===== src/verilog/t1im_pkg.sv =====
package t1im_pkg;

  // parallel register port
  localparam int ADDR_W = 5;
  localparam int DATA_W = 8;
  localparam logic [4:0] RESET_CTRL_ADDR = 5'h1a;
  localparam logic [4:0] MASK_WORD0_ADDR = 5'h1b;
  localparam logic [4:0] MASK_WORD1_ADDR = 5'h1c;
  localparam logic [4:0] MASK_WORD2_ADDR = 5'h1d;

  // reset control word bits handled here
  localparam int SUSPEND_BIT = 6;
  localparam int ACK_BIT = 5;

  // writable bits of each mask word
  localparam logic [7:0] MASK0_USED = 8'hdf;
  localparam logic [7:0] MASK1_USED = 8'hfe;
  localparam logic [7:0] MASK2_USED = 8'hff;
  localparam logic [7:0] MASK_RESET = 8'h00;

  // status vector layout: word0 at [7:0], word1 at [15:8], word2 at [23:16]
  localparam int EV_W = 24;
  localparam int EV_TERM_SYNC = 7;
  localparam int EV_MF_SYNC = 6;
  localparam int EV_ALL_ONES = 4;
  localparam int EV_SIG_LOSS = 3;
  localparam int EV_SEF = 2;
  localparam int EV_TX_SLIP = 1;
  localparam int EV_RX_SLIP = 0;
  localparam int EV_FBIT_ERR = 15;
  localparam int EV_CRC6 = 14;
  localparam int EV_YELLOW = 13;
  localparam int EV_REALIGN = 12;
  localparam int EV_BPV = 11;
  localparam int EV_PRBS = 10;
  localparam int EV_PDV = 9;
  localparam int EV_WRAP_LSB = 16;
  localparam int WRAP_N = 8;

  // counter wrap points
  localparam logic [7:0] CNT_MAX = 8'hff;
  localparam logic [7:0] CNT_ZERO = 8'h00;

  // vector codes
  localparam logic [7:0] VEC_SIG_LOSS = 8'h40;
  localparam logic [7:0] VEC_NONE = 8'h00;

  // severely errored frame: two errors in this many framing bits
  localparam int SEF_WINDOW = 6;

  // bus synchroniser: strobes idle high
  localparam int SYNC_W = 16;
  localparam logic [15:0] SYNC_RESET = 16'he000;

  typedef enum logic [1:0] {T1IM_SEL_CTRL, T1IM_SEL_MASK0, T1IM_SEL_MASK1, T1IM_SEL_MASK2} t1im_sel_t;

endpackage : t1im_pkg


===== src/verilog/t1im_sync.sv =====
`timescale 1ns/100ps
module t1im_sync
  import t1im_pkg::*;
#(
  parameter int W = SYNC_W,
  parameter logic [W-1:0] RST_VAL = '0
) (
  // clock and reset
  input wire logic clk,
  input wire logic rst,
  // asynchronous pins and agreed levels
  input wire logic [W-1:0] pin,
  output logic [W-1:0] level
);

  logic [W-1:0] ff1;
  logic [W-1:0] ff2;
  logic [W-1:0] ff3;

  always_ff @(posedge clk) begin
    if (rst) begin
      ff1 <= RST_VAL;
      ff2 <= RST_VAL;
      ff3 <= RST_VAL;
    end else begin
      ff1 <= pin;
      ff2 <= ff1;
      ff3 <= ff2;
    end
  end

  // a bit only moves once the second and third stages agree
  genvar i;
  generate
    for (i = 0; i < W; i++) begin : g_bit
      always_ff @(posedge clk) begin
        if (rst) begin
          level[i] <= RST_VAL[i];
        end else if (ff2[i] == ff3[i]) begin
          level[i] <= ff3[i];
        end
      end
    end
  endgenerate

endmodule : t1im_sync


===== src/verilog/t1im_wrap_det.sv =====
`timescale 1ns/100ps
module t1im_wrap_det
  import t1im_pkg::*;
#(
  parameter int N = WRAP_N
) (
  // clock and reset
  input wire logic clk,
  input wire logic rst,
  // counter values, counter 0 in the low byte
  input wire logic [8*N-1:0] cnt,
  // one-cycle wrap pulses
  output logic [N-1:0] wrap
);

  logic [8*N-1:0] prev;

  always_ff @(posedge clk) begin
    if (rst) begin
      prev <= '0;
    end else begin
      prev <= cnt;
    end
  end

  genvar i;
  generate
    for (i = 0; i < N; i++) begin : g_cnt
      assign wrap[i] = (prev[8*i +: 8] == CNT_MAX) && (cnt[8*i +: 8] == CNT_ZERO);
    end
  endgenerate

endmodule : t1im_wrap_det


===== src/verilog/t1im_mask_ctl.sv =====
`timescale 1ns/100ps
// What this block does
// - mask one passes event, zero blocks it
// - word0 bit7: any terminal sync change interrupts
// - word0 bit6: any multiframe sync change interrupts
// - word0 bit4: all-ones alarm start/end interrupts
// - word0 bit3: loss-of-signal change, vector 01000000
// - word0 bit2: two framing errors in six
// - word0 bits1,0: transmit and receive slips
// - word1 bit7: framing bit error, only in sync
// - word1 bit6: local CRC-6 failure interrupts
// - word1 bit5: received yellow alarm interrupts
// - word1 bit4: reframe moved alignment interrupts
// - word1 bit3: bipolar violation, B8ZS codes excluded
// - word1 bit2: test pattern bit error interrupts
// - word1 bit1: pulse density violation interrupts
// - word2 bits7-2: six counters wrapping FFH to 00H
// - word2 bit1: test multiframe counter wrap interrupts
// - word2 bit0: multiframe unsync counter wrap interrupts
// - acknowledge clears status, releases request, self-clears
// - suspend floats request and ignores all sources
module t1im_mask_ctl
  import t1im_pkg::*;
(
  // clock and reset
  input wire logic clk,
  input wire logic rst,
  // parallel register port
  input wire logic bus_cs_n,
  input wire logic bus_rd_n,
  input wire logic bus_wr_n,
  input wire logic [ADDR_W-1:0] bus_addr,
  input wire logic [DATA_W-1:0] bus_wdata,
  output logic [DATA_W-1:0] bus_rdata,
  output logic bus_rdata_oe,
  // open-drain interrupt request
  output logic irq_n_o,
  output logic irq_n_oe,
  // alarm and sync levels
  input wire logic term_sync,
  input wire logic mf_sync,
  input wire logic all_ones,
  input wire logic sig_loss,
  input wire logic yellow_alarm,
  // event pulses
  input wire logic fbit_strobe,
  input wire logic fbit_err,
  input wire logic tx_slip,
  input wire logic rx_slip,
  input wire logic crc6_err,
  input wire logic realign_moved,
  input wire logic bpv,
  input wire logic bpv_b8zs,
  input wire logic prbs_err,
  input wire logic pdv,
  // error counters
  input wire logic [7:0] cnt_fbit,
  input wire logic [7:0] cnt_crc6,
  input wire logic [7:0] cnt_oof,
  input wire logic [7:0] cnt_cofa,
  input wire logic [7:0] cnt_bpv,
  input wire logic [7:0] cnt_prbs,
  input wire logic [7:0] cnt_prbs_mf,
  input wire logic [7:0] cnt_mf_oof,
  // status view
  output logic [EV_W-1:0] int_status,
  output logic [7:0] int_vector
);

  // address decode shared by reads and writes
  function automatic logic addr_hit(input logic [ADDR_W-1:0] a, output t1im_sel_t sel);
    addr_hit = 1'b1;
    sel = T1IM_SEL_CTRL;
    case (a)
      RESET_CTRL_ADDR: sel = T1IM_SEL_CTRL;
      MASK_WORD0_ADDR: sel = T1IM_SEL_MASK0;
      MASK_WORD1_ADDR: sel = T1IM_SEL_MASK1;
      MASK_WORD2_ADDR: sel = T1IM_SEL_MASK2;
      default: addr_hit = 1'b0;
    endcase
  endfunction : addr_hit

  // synchronised bus pins
  logic [SYNC_W-1:0] bus_lvl;
  logic cs_act;
  logic rd_act;
  logic wr_act;
  logic wr_act_d;
  logic [ADDR_W-1:0] addr_s;
  logic [DATA_W-1:0] wdata_s;
  logic wr_take;
  t1im_sel_t wr_sel;
  t1im_sel_t rd_sel;
  logic wr_hit;
  logic rd_hit;

  t1im_sync #(.W(SYNC_W), .RST_VAL(SYNC_RESET)) u_sync (
    .clk(clk),
    .rst(rst),
    .pin({bus_cs_n, bus_rd_n, bus_wr_n, bus_addr, bus_wdata}),
    .level(bus_lvl)
  );

  assign cs_act = ~bus_lvl[15];
  assign rd_act = ~bus_lvl[14] & cs_act;
  assign wr_act = ~bus_lvl[13] & cs_act;
  assign addr_s = bus_lvl[12:8];
  assign wdata_s = bus_lvl[7:0];
  // one write per strobe, taken as it opens
  assign wr_take = wr_act & ~wr_act_d;

  always_ff @(posedge clk) begin
    if (rst) begin
      wr_act_d <= 1'b0;
    end else begin
      wr_act_d <= wr_act;
    end
  end

  always_comb begin
    wr_hit = addr_hit(addr_s, wr_sel);
    rd_hit = addr_hit(addr_s, rd_sel);
  end

  // control and mask registers
  logic [7:0] mask0;
  logic [7:0] mask1;
  logic [7:0] mask2;
  logic [EV_W-1:0] mask_all;
  logic suspend;
  logic ack;

  always_ff @(posedge clk) begin
    if (rst) begin
      mask0 <= MASK_RESET;
      mask1 <= MASK_RESET;
      mask2 <= MASK_RESET;
    end else if (wr_take && wr_hit) begin
      case (wr_sel)
        T1IM_SEL_MASK0: mask0 <= wdata_s & MASK0_USED;
        T1IM_SEL_MASK1: mask1 <= wdata_s & MASK1_USED;
        T1IM_SEL_MASK2: mask2 <= wdata_s & MASK2_USED;
        default: ;
      endcase
    end
  end

  assign mask_all = {mask2, mask1, mask0};

  always_ff @(posedge clk) begin
    if (rst) begin
      suspend <= 1'b0;
    end else if (wr_take && wr_hit && wr_sel == T1IM_SEL_CTRL) begin
      suspend <= wdata_s[SUSPEND_BIT];
    end
  end

  // acknowledge lives one cycle, then clears itself
  always_ff @(posedge clk) begin
    if (rst) begin
      ack <= 1'b0;
    end else begin
      ack <= wr_take && wr_hit && wr_sel == T1IM_SEL_CTRL && wdata_s[ACK_BIT];
    end
  end

  // read port, data from a register
  logic [7:0] next_rdata;

  always_comb begin
    next_rdata = 8'h00;
    if (rd_act && rd_hit) begin
      case (rd_sel)
        T1IM_SEL_CTRL: begin
          next_rdata[SUSPEND_BIT] = suspend;
          next_rdata[ACK_BIT] = ack;
        end
        T1IM_SEL_MASK0: next_rdata = mask0;
        T1IM_SEL_MASK1: next_rdata = mask1;
        T1IM_SEL_MASK2: next_rdata = mask2;
        default: next_rdata = 8'h00;
      endcase
    end
  end

  always_ff @(posedge clk) begin
    if (rst) begin
      bus_rdata <= 8'h00;
      bus_rdata_oe <= 1'b0;
    end else begin
      bus_rdata <= next_rdata;
      bus_rdata_oe <= rd_act;
    end
  end

  // level-change detection; armed skips the first cycle so reset values do not fire
  logic armed;
  logic [4:0] lvl_prev;
  logic [4:0] lvl_now;

  assign lvl_now = {term_sync, mf_sync, all_ones, sig_loss, yellow_alarm};

  always_ff @(posedge clk) begin
    if (rst) begin
      armed <= 1'b0;
      lvl_prev <= 5'h00;
    end else begin
      armed <= 1'b1;
      lvl_prev <= lvl_now;
    end
  end

  // severely errored frame history, one bit per framing bit
  logic [SEF_WINDOW-2:0] fbit_hist;
  logic sef;

  always_ff @(posedge clk) begin
    if (rst) begin
      fbit_hist <= '0;
    end else if (fbit_strobe) begin
      fbit_hist <= {fbit_hist[SEF_WINDOW-3:0], fbit_err};
    end
  end

  assign sef = fbit_strobe & fbit_err & (|fbit_hist);

  // counter wraps, bit order matches mask word two
  logic [WRAP_N-1:0] wraps;

  t1im_wrap_det #(.N(WRAP_N)) u_wrap (
    .clk(clk),
    .rst(rst),
    .cnt({cnt_fbit, cnt_crc6, cnt_oof, cnt_cofa, cnt_bpv, cnt_prbs, cnt_prbs_mf, cnt_mf_oof}),
    .wrap(wraps)
  );

  // raw events
  logic [EV_W-1:0] events;

  always_comb begin
    events = '0;
    events[EV_TERM_SYNC] = armed & (lvl_prev[4] ^ term_sync);
    events[EV_MF_SYNC] = armed & (lvl_prev[3] ^ mf_sync);
    events[EV_ALL_ONES] = armed & (lvl_prev[2] ^ all_ones);
    events[EV_SIG_LOSS] = armed & (lvl_prev[1] ^ sig_loss);
    events[EV_SEF] = sef;
    events[EV_TX_SLIP] = tx_slip;
    events[EV_RX_SLIP] = rx_slip;
    events[EV_FBIT_ERR] = fbit_err & term_sync;
    events[EV_CRC6] = crc6_err;
    events[EV_YELLOW] = armed & ~lvl_prev[0] & yellow_alarm;
    events[EV_REALIGN] = realign_moved;
    events[EV_BPV] = bpv & ~bpv_b8zs;
    events[EV_PRBS] = prbs_err;
    events[EV_PDV] = pdv;
    events[EV_W-1:EV_WRAP_LSB] = wraps;
  end

  // sticky status; a new event beats a same-cycle acknowledge
  always_ff @(posedge clk) begin
    if (rst) begin
      int_status <= '0;
    end else if (suspend) begin
      int_status <= ack ? '0 : int_status;
    end else if (ack) begin
      int_status <= events;
    end else begin
      int_status <= int_status | events;
    end
  end

  // request and vector, both registered
  logic irq_drive;
  logic [EV_W-1:0] live;

  assign live = int_status & mask_all;

  always_ff @(posedge clk) begin
    if (rst) begin
      irq_drive <= 1'b0;
      int_vector <= VEC_NONE;
    end else begin
      irq_drive <= (|live) & ~suspend & ~ack;
      int_vector <= live[EV_SIG_LOSS] ? VEC_SIG_LOSS : VEC_NONE;
    end
  end

  // pin pulls low only; released means high impedance
  assign irq_n_o = 1'b0;
  assign irq_n_oe = irq_drive;
endmodule : t1im_mask_ctl


===== config.mk =====
export PLATFORM = sky130hd
export DESIGN_NAME = t1im_mask_ctl
export DESIGN_NICKNAME = d
export VERILOG_FILES = /design/src/verilog/t1im_pkg.sv /design/src/verilog/t1im_sync.sv /design/src/verilog/t1im_wrap_det.sv /design/src/verilog/t1im_mask_ctl.sv
export SDC_FILE = /design/constraint.sdc
export NUM_CORES = 1
export LEC_CHECK = 0
export ABC_CLOCK_PERIOD_IN_PS = 4600
export BUFFER_PORTS_ARGS = -buffer_cell sky130_fd_sc_hd__buf_2
export CAP_MARGIN = 20
export CORE_ASPECT_RATIO = 1.4
export CORE_MARGIN = 3
export CORE_UTILIZATION = 50
export DETAILED_ROUTE_END_ITERATION = 8
export GPL_ROUTABILITY_DRIVEN = 1
export PLACE_DENSITY = 0.85
export SLEW_MARGIN = 10
export SYNTH_ARGS = -nofsm -noshare
export SYNTH_HDL_FRONTEND = slang
export SYNTH_SLANG_ARGS = --single-unit

===== constraint.sdc =====
create_clock -name clk -period 4.6 [get_ports clk]
set_input_delay 0.46 -clock clk [delete_from_list [all_inputs] [get_ports clk]]
set_output_delay 0.46 -clock clk [all_outputs]
set_load 0.02 [all_outputs]

Word level (Yosys, flattened, before mapping)
Index checks and enable logic that the tools add are counted.
{ "totals": {"regBits": 206, "in_bits": 97, "n_memories": 0, "latchBits": 0, "ram_bits": 0, "romBits": 0, "wordCells": 134} }
{ "classes": {"n_lt_le_gt_ge": 0, "n_shift": 0, "bitwise": 30, "n_addsub": 0, "n_reduce_logical": 28, "n_div": 0, "n_eq_ne": 32, "mul": 0, "muxes": 10} }
{ "op_table": {"columns": ["op", "n"], "rows": [
  ["2-to-1 mux 24 bit", 3],
  ["equality test 8 bit (second input constant)", 8],
  ["logical NOT 8 bit", 8],
  ["AND 24 bit", 1],
  ["OR 24 bit", 1],
  ["OR reduction 24 bit", 1],
  ["equality test 5 bit (second input constant)", 4],
  ["equality test 1 bit", 16],
  ["AND 1 bit", 15],
  ["case mux 5 bit (3 select lines)", 1],
  ["logical AND 1 bit", 12],
  ["NOT 1 bit", 9],
  ["case mux 2 bit (4 select lines)", 1],
  ["2-to-1 mux 7 bit", 1],
  ["case mux 2 bit (3 select lines)", 1],
  ["AND reduction 2 bit", 3],
  ["OR reduction 5 bit", 1],
  ["equality test 2 bit (second input constant)", 2],
  ["OR reduction 4 bit", 1],
  ["bitwise XOR 1 bit", 4],
  ["case mux 1 bit (3 select lines)", 1],
  ["equality test 2 x 1 -> 1 bit (second input constant)", 1],
  ["logical NOT 2 bit", 1],
  ["2-to-1 mux 1 bit", 2],
  ["other kinds (2)", 2]
]} }

Logic depth before layout (Yosys ltp)
{ "depth": {"ltp_word": 6, "mapped_depth": 6} }

By module
A second synthesis with hierarchy kept.
{ "hier_totals": {"cells_unflattened": 597, "area_unflattened_um2": 6580.1} }
{ "modules_own_cells": {"columns": ["module", "seq_area_each_um2", "area_each_um2", "cells_per_inst", "instances"], "rows": [
  ["t1im_mask_ctl", 1381.3, 2650.0, 255, 1],
  ["t1im_wrap_det", 1281.2, 2067.0, 175, 1],
  ["t1im_sync", 1281.2, 1863.0, 167, 1]
]} }

Worst setup path before layout
No wires, ideal clock.
{ "synth_timing": {"path_kind": "flip-flop to flip-flop", "startpoint": "register u_sync.level[15]", "endpoint": "register mask2[0]", "setup_ns": 0.128, "arrival_time_ns": 1.492, "t_required_ns": 4.472, "path_slack_ns": 2.981, "path_buffers": 1, "path_stages_with_launch": 6, "cell_sequence": "dfxtp_1 -> or3_4 -> or4_1 -> buf_4 -> mux2i_1 -> nor2_1"} }
{ "synth_via": {"elab_chain_len": 5} }
{ "synth_lines": {"columns": ["element", "line", "rtl"], "rows": [
  ["start: declaration", "t1im_sync.sv:13", "output logic [W-1:0] level"],
  ["start signal: indexed assignment", "t1im_sync.sv:38", "level[i] <= RST_VAL[i];"],
  ["start signal: indexed assignment", "t1im_sync.sv:40", "level[i] <= ff3[i];"],
  ["NOT 1 bit", "t1im_mask_ctl.sv:104", "assign cs_act = ~bus_lvl[15];"],
  ["AND 1 bit", "t1im_mask_ctl.sv:106", "assign wr_act = ~bus_lvl[13] & cs_act;"],
  ["AND 1 bit", "t1im_mask_ctl.sv:110", "assign wr_take = wr_act & ~wr_act_d;"],
  ["logical AND 1 bit", "t1im_mask_ctl.sv:138", "end else if (wr_take && wr_hit) begin"],
  ["AND reduction 2 bit (no source line)", null, null],
  ["end signal: assignment", "t1im_mask_ctl.sv:142", "T1IM_SEL_MASK2: mask2 <= wdata_s & MASK2_USED;"],
  ["end: declaration", "t1im_mask_ctl.sv:128", "logic [7:0] mask2;"]
]} }
Every way passes these cells.
A chain may end at the register's enable or synchronous reset.

Worst setup path in the final report
{ "layout_timing": {"startpoint": "register u_sync.level[8]", "endpoint": "register mask2[6]"} }
{ "layout_via": {"elab_chain_len": 5} }
{ "layout_lines": {"columns": ["element", "line", "rtl"], "rows": [
  ["equality test 5 bit", "t1im_mask_ctl.sv:74", "case (a)"],
  ["OR reduction 4 bit (no source line)", null, null],
  ["2-to-1 mux 1 bit", "t1im_mask_ctl.sv:74", null],
  ["logical AND 1 bit", "t1im_mask_ctl.sv:138", null],
  ["AND reduction 2 bit (no source line) (*)", null, null]
]} }
Every way passes the cells marked *; elsewhere a longest branch is shown, timed or not.

==> metrics.yaml <==
diodes: 0
status: "finished clean"
port_buffers: 129
synth_edf_count: 0
post_drt_wl_per_cell_um: 14.3
worstHoldEndpoint: "u_sync.ff1[15]$_SDFF_PP1_"
drt_wl_total_um: 13100
start_kind: "flip-flop"
cts.htree.levels: 4
worst_ep_required_time_ns: 4.90
drc: 0
ys_ff_latch: 197
via_per_inst: 5.15
worstPathBufferInverterCount: 1
cts_root_buf: "clkbuf_16"
r2r_end: "mask2[6]$_SDFFE_PP0P_"
nFillCells: 1045
min_path_cells: 2
ys_seq_area_share_pct: 59.8
power.leakage_nw: 3.32
cts_buffer_depth: 2
nets: 853
r2r_cells: 4
yosysUniqueCellTypes: 39
path_max_fanout: 13
worstPathCellList: "inv_1, or4_1, mux2i_1, nor2_1"
initial_core_util_pct: 51.2
maxCapViolCount: 0
synth.top_cell.area_share_pct: 59.8
worstMarginPinSlew_ns: 0.816
layout_commonest_cell: "dfxtp_1"
fin_setup_tns_ns: 0
tritoncts: "built"
rsz0062_at_grt: "no"
cts_num_sinks: 197
netlist_area_sq_um: 6600
grt_pass1_vias: 4429
fin_crit_ns: 2.14
antenna_left: 0
yosysTopAreaCell: "dfxtp_1"
holdWs_ns: 0.216
gp_congestion: 0.807
core_area_sq_um: 12900
fp.dieArea_sq_um: 14600
vdd_ir_drop_max_uv: 247
hp-start: "bus_cs_n"
io_pins: 140
die_height_um: 142
area_growth_pct: 20.6
ys_warn_count: 0
cts-hold-fix-buffers: 0
r2r_setup_slack_ns: 2.46
die_w_um: 103
post-dp-hpwl_um: 9080
cp_top_family: "simple AND/OR/NAND/NOR gates"
cp.depth: 4
multiInputGateArea_sq_um: 2470
cts_setup_buffers: 0
synthCells: 638
clock_latency_ns: 0.42
firstDrtPassIters: 5
ys.flop_type: "dfxtp_1"
slew-limit-headroom_pct: 45.3
drt_iter0_drc: 202
finalMaxSlewViolations: 0
grtUsageTotal_pct: 17.9
clk_pin_slew_worst_paths_ns: 0.07
p_per_area_nw_per_um2: 446
post-route-period-util_pct: 46.4
drive_above_1_share_pct: 22.6
grt_max_degree: 113
finalSetupViolations: 0
row_count: 49
hold_violations: 0
r2r-start: "u_sync.level[8]$_SDFFE_PP0N_"
fin_cells: 922
final_cell_mix: "197 x dfxtp_1, 128 x buf_2, 110 x nor2b_1"
grt_pass1_wl_um: 20500
fmax_ghz: 0.468
avgSynthCellArea_sq_um: 10.3
vias: 4747
cts_inserted_buffers: 17
worstSetupPathType: "reg2reg"
crit_slowest_cell: "or4_1"
async_reset_ff_share_pct: 0
synthTopCellsByArea: "dfxtp_1 60%, nor2b_1 10%, mux2i_1 4.2%"
critPathArrivalTime_ns: 2.43
cpPeakStageDelay_ns: 0.81
numPlacedInstances: 889
register_area_sq_um: 3940
grt_antenna_before_repair: 0
hold_class: "in2reg"
grt_overflow_total: 0
cts_resized: 0
fin_skew_ns: 0.00744
end_kind: "flip-flop"
[where the power goes]
group | internal, mW | switching, mW
logic | 0.0771 | 0.0857
registers | 1.77 | 0.0242
clock network | 0.972 | 0.624
total | 2.81 | 0.734
[stage by stage]
stage | util, % | power [mW] | instance area (sq um) | setup WS [ns]
CTS | 61.6 | 3.57 | 7930 | 2.44
floorplan | - | 1.92 | 6630 | 2.98
global route | 61.8 | 3.67 | 7950 | 2.38
finish | 61.8 | 3.55 | 7950 | 2.46
global placement | 56.5 | 1.98 | 7280 | 2.40
detailed placement | 56.5 | 1.99 | 7280 | 2.37
[flip-flops by register name, indices dropped and copies added (netlist names), 7 cells and up]
signal and flops:
u_sync.ff1 16, mask0 7, u_wrap.prev 64, u_sync.ff2 16
u_sync.level 16, mask1 7, u_sync.ff3 16, int_status 22
bus_rdata 8, mask2 8
[kinds of logic (layout without fill, tap and decap cells)]
| kind of cell | Yosys count | count (layout) | share of synthesized area (%) |
|---|---|---|---|
| mux | 28 | 28 | 4.25 |
| compound gates | 89 | 89 | 8.48 |
| other cells | 1 | 10 | 0.0569 |
| flops | 197 | 197 | 59.8 |
| buf+inv | 46 | 168 | 3.30 |
| simple gates | 272 | 272 | 23.4 |
| xor+xnor | 5 | 5 | 0.664 |
[final cells by class]
cell class | instances | area share [%]
Multi-Input combinational cell | 404 | 31.0
Clock buffer | 18 | 5.40
Tap cell | 153 | 2.41
Timing Repair Buffer | 131 | 8.59
Inverter | 5 | 0.236
Sequential cell | 197 | 49.6
Clock inverter | 14 | 2.77
[synth_stat cells, types with 2 or more instances]
library cell,n
a21oi_1,40
a221oi_1,3
a22o_1,3
a22oi_1,16
a41o_1,7
and3_1,2
and4b_1,9
buf_1,3
buf_2,3
buf_4,11
clkbuf_1,24
dfxtp_1,197
inv_1,5
mux2i_1,28
nand2_1,34
nand4_1,17
nor2_1,53
nor2b_1,110
nor3_1,10
nor3b_1,10
nor4_1,8
o21ai_0,16
or2_2,9
or4_1,2
xor2_1,4
[worst max path at each step]
stage                                        from                  endpoint  slack (ns)
floorplan           u_sync.level[15]$_SDFFE_PP1N_     mask2[0]$_SDFFE_PP0P_        2.98
global placement                              rst  int_vector[6]$_SDFF_PP0_        2.40
detailed placement                            rst     mask2[1]$_SDFFE_PP0P_        2.37
CTS                  u_sync.level[8]$_SDFFE_PP0N_     mask2[1]$_SDFFE_PP0P_        2.44
global route         u_sync.level[8]$_SDFFE_PP0N_     mask2[3]$_SDFFE_PP0P_        2.38
finish               u_sync.level[8]$_SDFFE_PP0N_     mask2[6]$_SDFFE_PP0P_        2.46
[layer usage]
| layer | routed length (um) | vias to the layer above | track usage, % |
|---|---|---|---|
| met5 | 0 | - | 0 |
| met4 | 290 | 0 | 7.57 |
| met3 | 716 | 26 | 4.53 |
| met2 | 6780 | 140 | 30.8 |
| met1 | 5360 | 2191 | 20.9 |
| li1 | - | 2390 | - |
No activity file was read; power rests on OpenSTA's default activity.
